### src/inc/pcs_pkg.sv
// package for the transceiver control and status register pair
package pcs_pkg;
    // register indices; byte address is four times the index
    localparam logic [7:0]  CTRL_IDX        = 8'h10;
    localparam logic [7:0]  STAT_IDX        = 8'h11;
    localparam logic [11:0] CTRL_ADDR       = {2'h0, CTRL_IDX, 2'h0};
    localparam logic [11:0] STAT_ADDR       = {2'h0, STAT_IDX, 2'h0};
    localparam logic [15:0] CTRL_RESET      = 16'h5048;
    localparam logic [15:0] STAT_RESET      = 16'h0000;
    // control field positions
    localparam int CTRL_TXD_LSB    = 14;
    localparam int CTRL_RXD_LSB    = 12;
    localparam int CTRL_FORCE_BIT  = 10;
    localparam int CTRL_PWR_LSB    = 8;
    localparam int CTRL_SWAP_LSB   = 5;
    localparam int CTRL_CLKOFF_BIT = 4;
    localparam int CTRL_INV_BIT    = 1;
    localparam int CTRL_JABOFF_BIT = 0;
    // status field positions
    localparam int STAT_SPEED_LSB  = 14;
    localparam int STAT_DUPLEX_BIT = 13;
    localparam int STAT_PAGE_BIT   = 12;
    localparam int STAT_RESOLV_BIT = 11;
    localparam int STAT_LINK_BIT   = 10;
    localparam int STAT_CD_BIT     = 9;
    localparam int STAT_AB_BIT     = 8;
    localparam int STAT_DSHIFT_BIT = 7;
    localparam int STAT_SLEEP_BIT  = 6;
    localparam int STAT_POL_LSB    = 2;
    localparam int STAT_POL10_BIT  = 1;
    localparam int STAT_JAB_BIT    = 0;
    // speed codes
    localparam logic [1:0] SPEED_10   = 2'h0;
    localparam logic [1:0] SPEED_100  = 2'h1;
    localparam logic [1:0] SPEED_1000 = 2'h2;
    // power-save codes
    localparam logic [1:0] PWR_NORMAL  = 2'h0;
    localparam logic [1:0] PWR_ACTIVE  = 2'h2;
    localparam logic [1:0] PWR_PASSIVE = 2'h3;
    // crossover codes
    localparam logic [1:0] SWAP_MDI  = 2'h0;
    localparam logic [1:0] SWAP_MDIX = 2'h1;
    // axi responses
    localparam logic [1:0] RESP_OKAY   = 2'h0;
    localparam logic [1:0] RESP_SLVERR = 2'h2;

    // live state reported by the transceiver core
    typedef struct packed {
        logic [1:0] speed;
        logic       duplex_full;
        logic       page_event;
        logic       an_resolved;
        logic       link_qualified;
        logic       swap_cd;
        logic       swap_ab;
        logic       downshift_active;
        logic       asleep;
        logic [3:0] pair_polarity_bits;
        logic       pol10_normal;
        logic       runaway_tx_seen;
    } pcs_core_stat_t;

    // decoded control for the transceiver core
    typedef struct packed {
        logic [1:0] tx_depth_code;
        logic [3:0] tx_depth_bytes;
        logic       tx_buf_active;
        logic [1:0] rx_depth_code;
        logic [3:0] rx_depth_bytes;
        logic       rx_buf_active;
        logic       sleep_active;
        logic       sleep_passive;
        logic       swap_manual_mdix;
        logic       swap_auto;
        logic       ref_clock_output_en;
        logic       driver_invert;
        logic       jabber_enable;
    } pcs_core_ctrl_t;
endpackage

### src/logic/pcs_regs.sv
// control and status register pair of the transceiver, axi4-lite slave
//
// Register access over AXI4-Lite was chosen for this implementation.
`timescale 1ns/1ns
module pcs_regs (
    // clock and reset
    input  wire logic                    aclk,
    input  wire logic                    aresetn,
    // axi4-lite write address
    input  wire logic [11:0]             s_axi_awaddr,
    input  wire logic                    s_axi_awvalid,
    output logic                         s_axi_awready,
    // axi4-lite write data
    input  wire logic [31:0]             s_axi_wdata,
    input  wire logic [3:0]              s_axi_wstrb,
    input  wire logic                    s_axi_wvalid,
    output logic                         s_axi_wready,
    // axi4-lite write response
    output logic [1:0]                   s_axi_bresp,
    output logic                         s_axi_bvalid,
    input  wire logic                    s_axi_bready,
    // axi4-lite read address
    input  wire logic [11:0]             s_axi_araddr,
    input  wire logic                    s_axi_arvalid,
    output logic                         s_axi_arready,
    // axi4-lite read data
    output logic [31:0]                  s_axi_rdata,
    output logic [1:0]                   s_axi_rresp,
    output logic                         s_axi_rvalid,
    input  wire logic                    s_axi_rready,
    // straps and operating mode
    input  wire logic [1:0]              strap_swap_mode,
    input  wire logic                    mode_gmii,
    input  wire logic                    mode_sgmii,
    input  wire logic                    mode_mirror,
    // core side
    input  wire pcs_pkg::pcs_core_stat_t core_stat,
    output pcs_pkg::pcs_core_ctrl_t      core_ctrl,
    output logic                         link_ok
);

    // depth code to buffer length in bytes or nibbles
    function automatic logic [3:0] depth_of(input logic [1:0] code);
        case (code)
            2'h0:    depth_of = 4'h3;
            2'h1:    depth_of = 4'h4;
            2'h2:    depth_of = 4'h6;
            default: depth_of = 4'h8;
        endcase
    endfunction

    // word-aligned address match
    function automatic logic hit(input logic [11:0] a,
                                 input logic [11:0] r);
        hit = (a[11:2] == r[11:2]);
    endfunction

    typedef enum logic [1:0] {
        PCS_W_IDLE = 2'b00,
        PCS_W_RESP = 2'b01
    } pcs_wr_state_t;

    pcs_wr_state_t wr_state_ff;
    logic [11:0]   awaddr_ff;
    logic          aw_held_ff;
    logic [31:0]   wdata_ff;
    logic [3:0]    wstrb_ff;
    logic          w_held_ff;
    logic [1:0]    bresp_ff;
    logic          rvalid_ff;
    logic [31:0]   rdata_ff;
    logic [1:0]    rresp_ff;
    logic [15:0]   ctrl_ff;
    logic          strap_pending_ff;
    logic          page_ff;
    logic          wr_fire;
    logic          rd_fire;
    logic          stat_read;
    logic          force_good;
    logic [15:0]   stat_word;
    logic [15:0]   nxt_ctrl;

    // address and data are taken independently, either order
    assign s_axi_awready = (wr_state_ff == PCS_W_IDLE) && !aw_held_ff;
    assign s_axi_wready  = (wr_state_ff == PCS_W_IDLE) && !w_held_ff;
    assign wr_fire       = (wr_state_ff == PCS_W_IDLE)
                           && aw_held_ff && w_held_ff;
    assign s_axi_bvalid  = (wr_state_ff == PCS_W_RESP);
    assign s_axi_bresp   = bresp_ff;

    // capture write address
    always_ff @(posedge aclk) begin
        if (!aresetn) begin
            aw_held_ff <= 1'b0;
            awaddr_ff  <= 12'h000;
        end else if (s_axi_awvalid && s_axi_awready) begin
            aw_held_ff <= 1'b1;
            awaddr_ff  <= s_axi_awaddr;
        end else if (wr_fire) begin
            aw_held_ff <= 1'b0;
        end
    end

    // capture write data
    always_ff @(posedge aclk) begin
        if (!aresetn) begin
            w_held_ff <= 1'b0;
            wdata_ff  <= 32'h0000_0000;
            wstrb_ff  <= 4'h0;
        end else if (s_axi_wvalid && s_axi_wready) begin
            w_held_ff <= 1'b1;
            wdata_ff  <= s_axi_wdata;
            wstrb_ff  <= s_axi_wstrb;
        end else if (wr_fire) begin
            w_held_ff <= 1'b0;
        end
    end

    // write response state
    always_ff @(posedge aclk) begin
        if (!aresetn) begin
            wr_state_ff <= PCS_W_IDLE;
            bresp_ff    <= pcs_pkg::RESP_OKAY;
        end else begin
            case (wr_state_ff)
                PCS_W_IDLE: begin
                    if (wr_fire) begin
                        wr_state_ff <= PCS_W_RESP;
                        // status is read-only, so a write there is an error
                        if (hit(awaddr_ff, pcs_pkg::CTRL_ADDR)) begin
                            bresp_ff <= pcs_pkg::RESP_OKAY;
                        end else begin
                            bresp_ff <= pcs_pkg::RESP_SLVERR;
                        end
                    end
                end
                PCS_W_RESP: begin
                    if (s_axi_bready) begin
                        wr_state_ff <= PCS_W_IDLE;
                    end
                end
                default: wr_state_ff <= PCS_W_IDLE;
            endcase
        end
    end

    // byte-lane merge into the control word; upper lanes are void
    always_comb begin
        nxt_ctrl = ctrl_ff;
        if (wstrb_ff[0]) begin
            nxt_ctrl[7:0] = wdata_ff[7:0];
        end
        if (wstrb_ff[1]) begin
            nxt_ctrl[15:8] = wdata_ff[15:8];
        end
    end

    // control word; crossover field follows the strap after reset
    always_ff @(posedge aclk) begin
        if (!aresetn) begin
            ctrl_ff          <= pcs_pkg::CTRL_RESET;
            strap_pending_ff <= 1'b1;
        end else if (wr_fire && hit(awaddr_ff, pcs_pkg::CTRL_ADDR)) begin
            ctrl_ff          <= nxt_ctrl;
            strap_pending_ff <= 1'b0;
        end else if (strap_pending_ff) begin
            // strap caught clocked, first edge after release
            ctrl_ff[pcs_pkg::CTRL_SWAP_LSB +: 2] <= strap_swap_mode;
            strap_pending_ff <= 1'b0;
        end
    end

    assign rd_fire       = s_axi_arvalid && s_axi_arready;
    assign s_axi_arready = !rvalid_ff;
    assign stat_read     = rd_fire && hit(s_axi_araddr, pcs_pkg::STAT_ADDR);

    // page flag: arrival wins over a clearing read in the same cycle
    always_ff @(posedge aclk) begin
        if (!aresetn) begin
            page_ff <= 1'b0;
        end else if (core_stat.page_event) begin
            page_ff <= 1'b1;
        end else if (stat_read) begin
            page_ff <= 1'b0;
        end
    end

    // 1G forced link overrides qualification only at gigabit speed
    assign force_good = ctrl_ff[pcs_pkg::CTRL_FORCE_BIT]
                        && (core_stat.speed == pcs_pkg::SPEED_1000);

    // status word: live fields plus the latched page flag and registered link_ok
    always_comb begin
        stat_word = pcs_pkg::STAT_RESET;
        stat_word[pcs_pkg::STAT_SPEED_LSB +: 2] = core_stat.speed;
        stat_word[pcs_pkg::STAT_DUPLEX_BIT] = core_stat.duplex_full;
        stat_word[pcs_pkg::STAT_PAGE_BIT]   = page_ff;
        stat_word[pcs_pkg::STAT_RESOLV_BIT] = core_stat.an_resolved;
        stat_word[pcs_pkg::STAT_LINK_BIT]   = link_ok;
        stat_word[pcs_pkg::STAT_CD_BIT]     = core_stat.swap_cd;
        stat_word[pcs_pkg::STAT_AB_BIT]     = core_stat.swap_ab;
        stat_word[pcs_pkg::STAT_DSHIFT_BIT] =
            core_stat.downshift_active;
        stat_word[pcs_pkg::STAT_SLEEP_BIT]  = core_stat.asleep;
        stat_word[pcs_pkg::STAT_POL_LSB +: 4] =
            core_stat.pair_polarity_bits;
        stat_word[pcs_pkg::STAT_POL10_BIT]  = core_stat.pol10_normal;
        stat_word[pcs_pkg::STAT_JAB_BIT]    =
            core_stat.runaway_tx_seen;
    end

    // read channel, one outstanding read; rdata registered
    always_ff @(posedge aclk) begin
        if (!aresetn) begin
            rvalid_ff <= 1'b0;
            rdata_ff  <= 32'h0000_0000;
            rresp_ff  <= pcs_pkg::RESP_OKAY;
        end else if (rd_fire) begin
            rvalid_ff <= 1'b1;
            if (hit(s_axi_araddr, pcs_pkg::CTRL_ADDR)) begin
                rdata_ff <= {16'h0000, ctrl_ff};
                rresp_ff <= pcs_pkg::RESP_OKAY;
            end else if (stat_read) begin
                rdata_ff <= {16'h0000, stat_word};
                rresp_ff <= pcs_pkg::RESP_OKAY;
            end else begin
                rdata_ff <= 32'h0000_0000;
                rresp_ff <= pcs_pkg::RESP_SLVERR;
            end
        end else if (s_axi_rready) begin
            rvalid_ff <= 1'b0;
        end
    end

    assign s_axi_rvalid = rvalid_ff;
    assign s_axi_rdata  = rdata_ff;
    assign s_axi_rresp  = rresp_ff;

    // link indication to the core
    always_ff @(posedge aclk) begin
        if (!aresetn) begin
            link_ok <= 1'b0;
        end else begin
            link_ok <= core_stat.link_qualified || force_good;
        end
    end

    // decoded control, registered so the core sees clean levels
    always_ff @(posedge aclk) begin
        if (!aresetn) begin
            core_ctrl <= '0;
        end else begin
            core_ctrl.tx_depth_code  <= ctrl_ff[pcs_pkg::CTRL_TXD_LSB +: 2];
            core_ctrl.tx_depth_bytes <=
                depth_of(ctrl_ff[pcs_pkg::CTRL_TXD_LSB +: 2]);
            // transmit buffer only for 1G with gmii, or any speed with sgmii
            core_ctrl.tx_buf_active  <= mode_sgmii || (mode_gmii
                && core_stat.speed == pcs_pkg::SPEED_1000);
            core_ctrl.rx_depth_code  <= ctrl_ff[pcs_pkg::CTRL_RXD_LSB +: 2];
            core_ctrl.rx_depth_bytes <=
                depth_of(ctrl_ff[pcs_pkg::CTRL_RXD_LSB +: 2]);
            core_ctrl.rx_buf_active  <= mode_sgmii;
            // reserved code 1 behaves as normal operation
            core_ctrl.sleep_active   <= (ctrl_ff[pcs_pkg::CTRL_PWR_LSB +: 2]
                == pcs_pkg::PWR_ACTIVE);
            core_ctrl.sleep_passive  <= (ctrl_ff[pcs_pkg::CTRL_PWR_LSB +: 2]
                == pcs_pkg::PWR_PASSIVE);
            core_ctrl.swap_manual_mdix <=
                (ctrl_ff[pcs_pkg::CTRL_SWAP_LSB +: 2]
                == pcs_pkg::SWAP_MDIX);
            core_ctrl.swap_auto      <=
                ctrl_ff[pcs_pkg::CTRL_SWAP_LSB + 1];
            core_ctrl.ref_clock_output_en <=
                !ctrl_ff[pcs_pkg::CTRL_CLKOFF_BIT];
            // inversion is ignored while mirroring
            core_ctrl.driver_invert  <= ctrl_ff[pcs_pkg::CTRL_INV_BIT]
                && !mode_mirror;
            core_ctrl.jabber_enable  <=
                !ctrl_ff[pcs_pkg::CTRL_JABOFF_BIT];
        end
    end

endmodule // pcs_regs

### config.mk
export PLATFORM = sky130hd
export DESIGN_NAME = pcs_regs
export DESIGN_NICKNAME = d
export VERILOG_FILES = /design/src/inc/pcs_pkg.sv /design/src/logic/pcs_regs.sv
export SDC_FILE = /design/constraint.sdc
export NUM_CORES = 1
export LEC_CHECK = 0
export ABC_AREA = 1
export BUFFER_PORTS_ARGS = -buffer_cell sky130_fd_sc_hd__clkbuf_2
export CAP_MARGIN = 10
export CORE_UTILIZATION = 40
export DETAILED_ROUTE_END_ITERATION = 10
export PLACE_DENSITY = 0.68
export SLEW_MARGIN = 25
export SYNTH_ARGS = -nofsm -noshare
export SYNTH_HDL_FRONTEND = slang
export SYNTH_SLANG_ARGS = --single-unit
### constraint.sdc
create_clock -name aclk -period 1.91 [get_ports aclk]
set_clock_uncertainty 0.15 [all_clocks]
set_input_delay 0.382 -clock aclk [delete_from_list [all_inputs] [get_ports aclk]]
set_output_delay 0.382 -clock aclk [all_outputs]
set_load 0.05 [all_outputs]
# After elaboration in Yosys (flattened, before gate mapping)
# Cells that the tools add are included.
# W data, S select, Z words.
[op_classes]
n_eq_ne = 15
n_reduce_logical = 33
muxes = 21
[op_table]
columns = ["op", "n"]
rows = [
  ["$mux W16", 2],
  ["$eq A10 B5 Y1 const B", 3],
  ["$pmux W4 S3", 2],
  ["$mux W2", 7],
  ["$logic_and A1 B1 Y1", 12],
  ["$eq A2 B2 Y1 const B", 5],
  ["$reduce_and A2 Y1", 5],
  ["$reduce_bool A2 Y1", 5],
  ["$eq A2 B1 Y1 const B", 4],
  ["$mux W1", 8],
  ["$mux W7", 1],
  ["$logic_not A1 Y1", 6],
  ["$logic_not A2 Y1", 3],
  ["$ne A2 B2 Y1 const B", 2],
  ["$pmux W2 S2", 1],
  ["$logic_or A1 B1 Y1", 2],
  ["$ne A2 B1 Y1 const B", 1],
]
[word_totals]
register_bits = 111
inputBits = 88
output_inout_bits = 63
wordCells = 98

# Depth between registers and ports, before layout
[logic_depth]
word_depth = 6
depth_mapped = 10
depth_no_buf = 10

# Least setup slack after synthesis
# OpenSTA, ideal clock, no wires.
[synth_path]
path_type = "register to register"
startpoint = "reg wr_state_ff[0]"
endpoint = "reg wdata_ff[15]"
path_slack_ps = -303
setup_time_ps = 65
path_stages_with_launch = 7
t_required_ps = 1695
synth_period_minus_slack_ps = 2213
arrival_time_ps = 1999
path_buffers = 1
path_cell_list = "dfxtp_1 -> nor2_1 -> nand2_1 -> inv_1 -> buf_2 -> nor2_1 -> nor2_1"
[synth_between]
elab_chain_len = 3
[synth_rtl]
columns = ["element", "line_no", "source"]
rows = [
  ["start: declaration", "pcs_regs.sv:63", "pcs_wr_state_t wr_state_ff;"],
  ["start signal: assignment", "pcs_regs.sv:122", "wr_state_ff <= PCS_W_IDLE;"],
  ["start signal: assignment", "pcs_regs.sv:128", "wr_state_ff <= PCS_W_RESP;"],
  ["start signal: assignment", "pcs_regs.sv:139", "wr_state_ff <= PCS_W_IDLE;"],
  ["$logic_not A2 Y1", "pcs_regs.sv:85", "assign s_axi_wready = (wr_state_ff == PCS_W_IDLE) && !w_held_ff;"],
  ["$logic_and A1 B1 Y1", "pcs_regs.sv:85", ""],
  ["named net s_axi_wready", "pcs_regs.sv:17", "output logic s_axi_wready,"],
  ["$logic_and A1 B1 Y1", "pcs_regs.sv:110", "end else if (s_axi_wvalid && s_axi_wready) begin"],
  ["end signal: assignment", "pcs_regs.sv:112", "wdata_ff <= s_axi_wdata;"],
  ["end: declaration", "pcs_regs.sv:66", "logic [31:0] wdata_ff;"],
]
# The timed path passes the listed nets, and every way through them passes these cells.
# A chain may end at the register's enable or synchronous reset.

# Worst setup path after layout
[layout_path]
startpoint = "reg wr_state_ff[0]"
endpoint = "out s_axi_awready"
[layout_between]
elab_chain_len = 2
[layout_rtl]
columns = ["element", "line_no", "source"]
rows = [
  ["$logic_not A2 Y1", "pcs_regs.sv:84", "assign s_axi_awready = (wr_state_ff == PCS_W_IDLE) && !aw_held_ff;"],
  ["$logic_and A1 B1 Y1", "pcs_regs.sv:84", ""],
  ["end: declaration", "pcs_regs.sv:12", "output logic s_axi_awready,"],
]
# Every way passes these cells.

==> metrics.csv <==
metric;value;unit
grt_pass1_wl;13.56;mm
ys_types;32;
place_hpwl;5.850;mm
synth_seq_cells;90;
vias;3246;
syn_area;0.003691;mm^2
diodes;0;
drt-total-wl;7.999;mm
slowest_delay;360;ps
root_buffer;clkbuf_8;
area_growth;21.25;%
dr.pass1.iters;8;
antenna_found_initial;0;
viasPerCell;4.650;
cts_inserted_buffers;9;
ir_drop;0.0005026;V
grt_use_total;0.1761;
start_kind;flop;
ios;151;
fp.coreArea;0.008848;mm^2
hold_violations;0;
gr-total-overflow;0;
holdCritPathClass;primary input to flop;
total_leakage_power;2.255;nW
htree_levels;3;
insertion_delay;340;ps
maxCapViolCount;0;
fillCellCount;919;
yosysWarnings;0;
slew_violations;0;
status;finished with violations;
setup_tns;0;ps
die_h;98.06;um
fin_crit_sh;0.8668;
period_minus_slack;1656;ps
rsz0062_at_grt;no;
worst_setup_path_end_kind;output pin;
drive_above_1_share;0.2475;
final_cell_area;0.004476;mm^2
cp_slowest_cell;dfxtp_1;
path_cells;nor2_2 -> clkbuf_2;
clk_path_buf_depth;2;
wl_per_cell;11.46;um
hold_buffers;0;
violations;design-rule violations;
slew_headroom;0.6294;
rows;34;
dr.first_iter.drc_count;138;
final_nets;680;
cts_tree;done;
worstPathArrival;1120;ps
portBuffers;110;
dpl_cell_area;0.004270;mm^2
critPathTopFamily;flip-flops;
start_util;0.4171;
path_max_fanout;4;
synth.yosys.seq_area_share;0.4881;
critical_path_required;1380;ps
clkTransAtPathRegs;70;ps
syn_avg_cell_area;7.658;um^2
p_per_area;895.0;mW/mm^2
drc;14;
dieArea;0.009616;mm^2
grt_max_degree;36;
antenna_left;0;
syn-instance-count;482;
fmaxAchievable;0.6040;GHz
worstSetupPathType;flop to output pin;
die_w;98.06;um
critPathBufInv;1;
setup_viol;0;
place_congestion;0.7541;
numClockSinks;90;
grt_pass1_vias;2994;
worst_pin_slew;555.3;ps
==> state kept, by name, summed over array words and instances (netlist names) <==
signal and cells:
link_ok 1, s_axi_rvalid 1, core_ctrl 21, awaddr_ff 10, ctrl_ff 16, s_axi_rdata 16, strap_pending_ff 1, page_ff 1
s_axi_rresp 1, wstrb_ff 2, wdata_ff 16, aw_held_ff 1, w_held_ff 1, s_axi_bresp 1, wr_state_ff 1
==> cell usage after synthesis <==
library cell | instances | area [um^2]
dfxtp_1 | 90 | 1802
nor2_1 | 72 | 270.3
inv_1 | 62 | 232.7
o21ai_0 | 55 | 275.3
nand2_1 | 51 | 191.4
a21oi_1 | 31 | 155.2
nand3_1 | 25 | 125.1
buf_4 | 21 | 157.7
nand4_1 | 19 | 118.9
clkbuf_1 | 12 | 45.04
buf_2 | 6 | 30.03
ha_1 | 6 | 75.07
nor3_1 | 5 | 25.02
inv_2 | 3 | 11.26
o211ai_1 | 3 | 22.52
buf_1 | 2 | 7.510
buf_6 | 2 | 22.52
clkinv_1 | 2 | 7.510
nor2_2 | 2 | 12.51
a211oi_1 | 1 | 7.510
a31oi_1 | 1 | 6.260
conb_1 | 1 | 3.750
nand2_2 | 1 | 6.260
nand2_4 | 1 | 11.26
nand3_2 | 1 | 10.01
nor2_4 | 1 | 11.26
nor2b_1 | 1 | 6.260
nor3_4 | 1 | 16.27
o21a_1 | 1 | 7.510
o21ai_1 | 1 | 5.000
or2_1 | 1 | 6.260
or2_2 | 1 | 6.260
==> report_power, final <==
group / internal, mW / switching, mW / leakage [nW]
Sequential: 1.98 / 0.0563 / 0.741
Combinational: 0.177 / 0.472 / 1.41
Clock: 0.730 / 0.590 / 0.100
Total: 2.89 / 1.12 / 2.25
==> final cells by class <==
cell class                 instances  area, um^2  area share
clock buffer                      12       135.1     0.03019
clock inverter                     3       65.06     0.01454
inverter                          67       251.5     0.05619
multi-input combinational        299        1456      0.3254
sequential                        90        1802      0.4026
tap                              108       135.1     0.03019
timing repair buffer             119       630.6      0.1409
==> cells by family (layout without fill, tap and decap cells) <==
| logic type | after synthesis | after routing | synth area share |
|---|---|---|---|
| buffers and inverters | 110 | 201 | 0.1393 |
| other | 1 | 18 | 0.001016 |
| DFF | 90 | 90 | 0.4881 |
| adders and majority gates | 6 | 6 | 0.02034 |
| and+or+nand+nor | 182 | 182 | 0.2214 |
| AOI/OAI and AO/OA | 93 | 93 | 0.1298 |
==> layout by cell type, fill, tap and decap left out, types with 3 or more instances in the layout <==
cell	synthesis	layout
o211ai_1	3	3
o21ai_0	55	55
conb_1	1	18
nand2_1	51	51
dfxtp_1	90	90
clkbuf_2	0	110
nand3_1	25	24
inv_2	3	3
nor2_1	72	70
nor2_2	2	3
clkbuf_1	12	3
nor3_1	5	5
ha_1	6	6
clkbuf_8	0	9
inv_1	62	62
buf_4	21	8
nand4_1	19	19
a21oi_1	31	31
==> through the flow <==
| step | power [mW] | hold WS (ps) | util | std cells | setup slack, ps |
|---|---|---|---|---|---|
| floorplan | 2.576 | 263.7 | - | 499 | 20.92 |
| global placement | 2.719 | 290.7 | 0.4826 | 683 | 255.3 |
| detailed placement | 2.732 | 291.4 | 0.4826 | 683 | 180.3 |
| CTS | 4.063 | 58.48 | 0.5052 | 698 | 157.1 |
| global route | 4.204 | 80.42 | 0.5058 | 698 | 136.2 |
| finish | 4.006 | 80.64 | 0.5058 | 698 | 254.3 |
==> worst paths after layout <==
kind	start	slack, ps	depth (start not counted)	endpoint
max	wr_state_ff[0]	250	2	s_axi_awready
min	mode_mirror	80	2	core_ctrl[1]
max reg2reg	w_held_ff	330	7	ctrl_ff[8]
min reg2reg	ctrl_ff[0]	290	1	core_ctrl[0]
==> per-layer routing <==
metal,part of all wire,global-route usage,vias up,routed length [um]
met1,0.46,0.2170,1430,3677
met4,0.013,0.06993,0,105
met2,0.47,0.3055,96,3781
met3,0.054,0.02935,10,435
li1,-,-,1710,-
met5,0,0,-,0
==> timing repair <==
item,CTS,global route
setup endpoints to repair,0,3
buffers inserted,0,0
gates resized for setup,0,1
hold endpoints to repair,0,0
(Power assumes the default switching activity.)
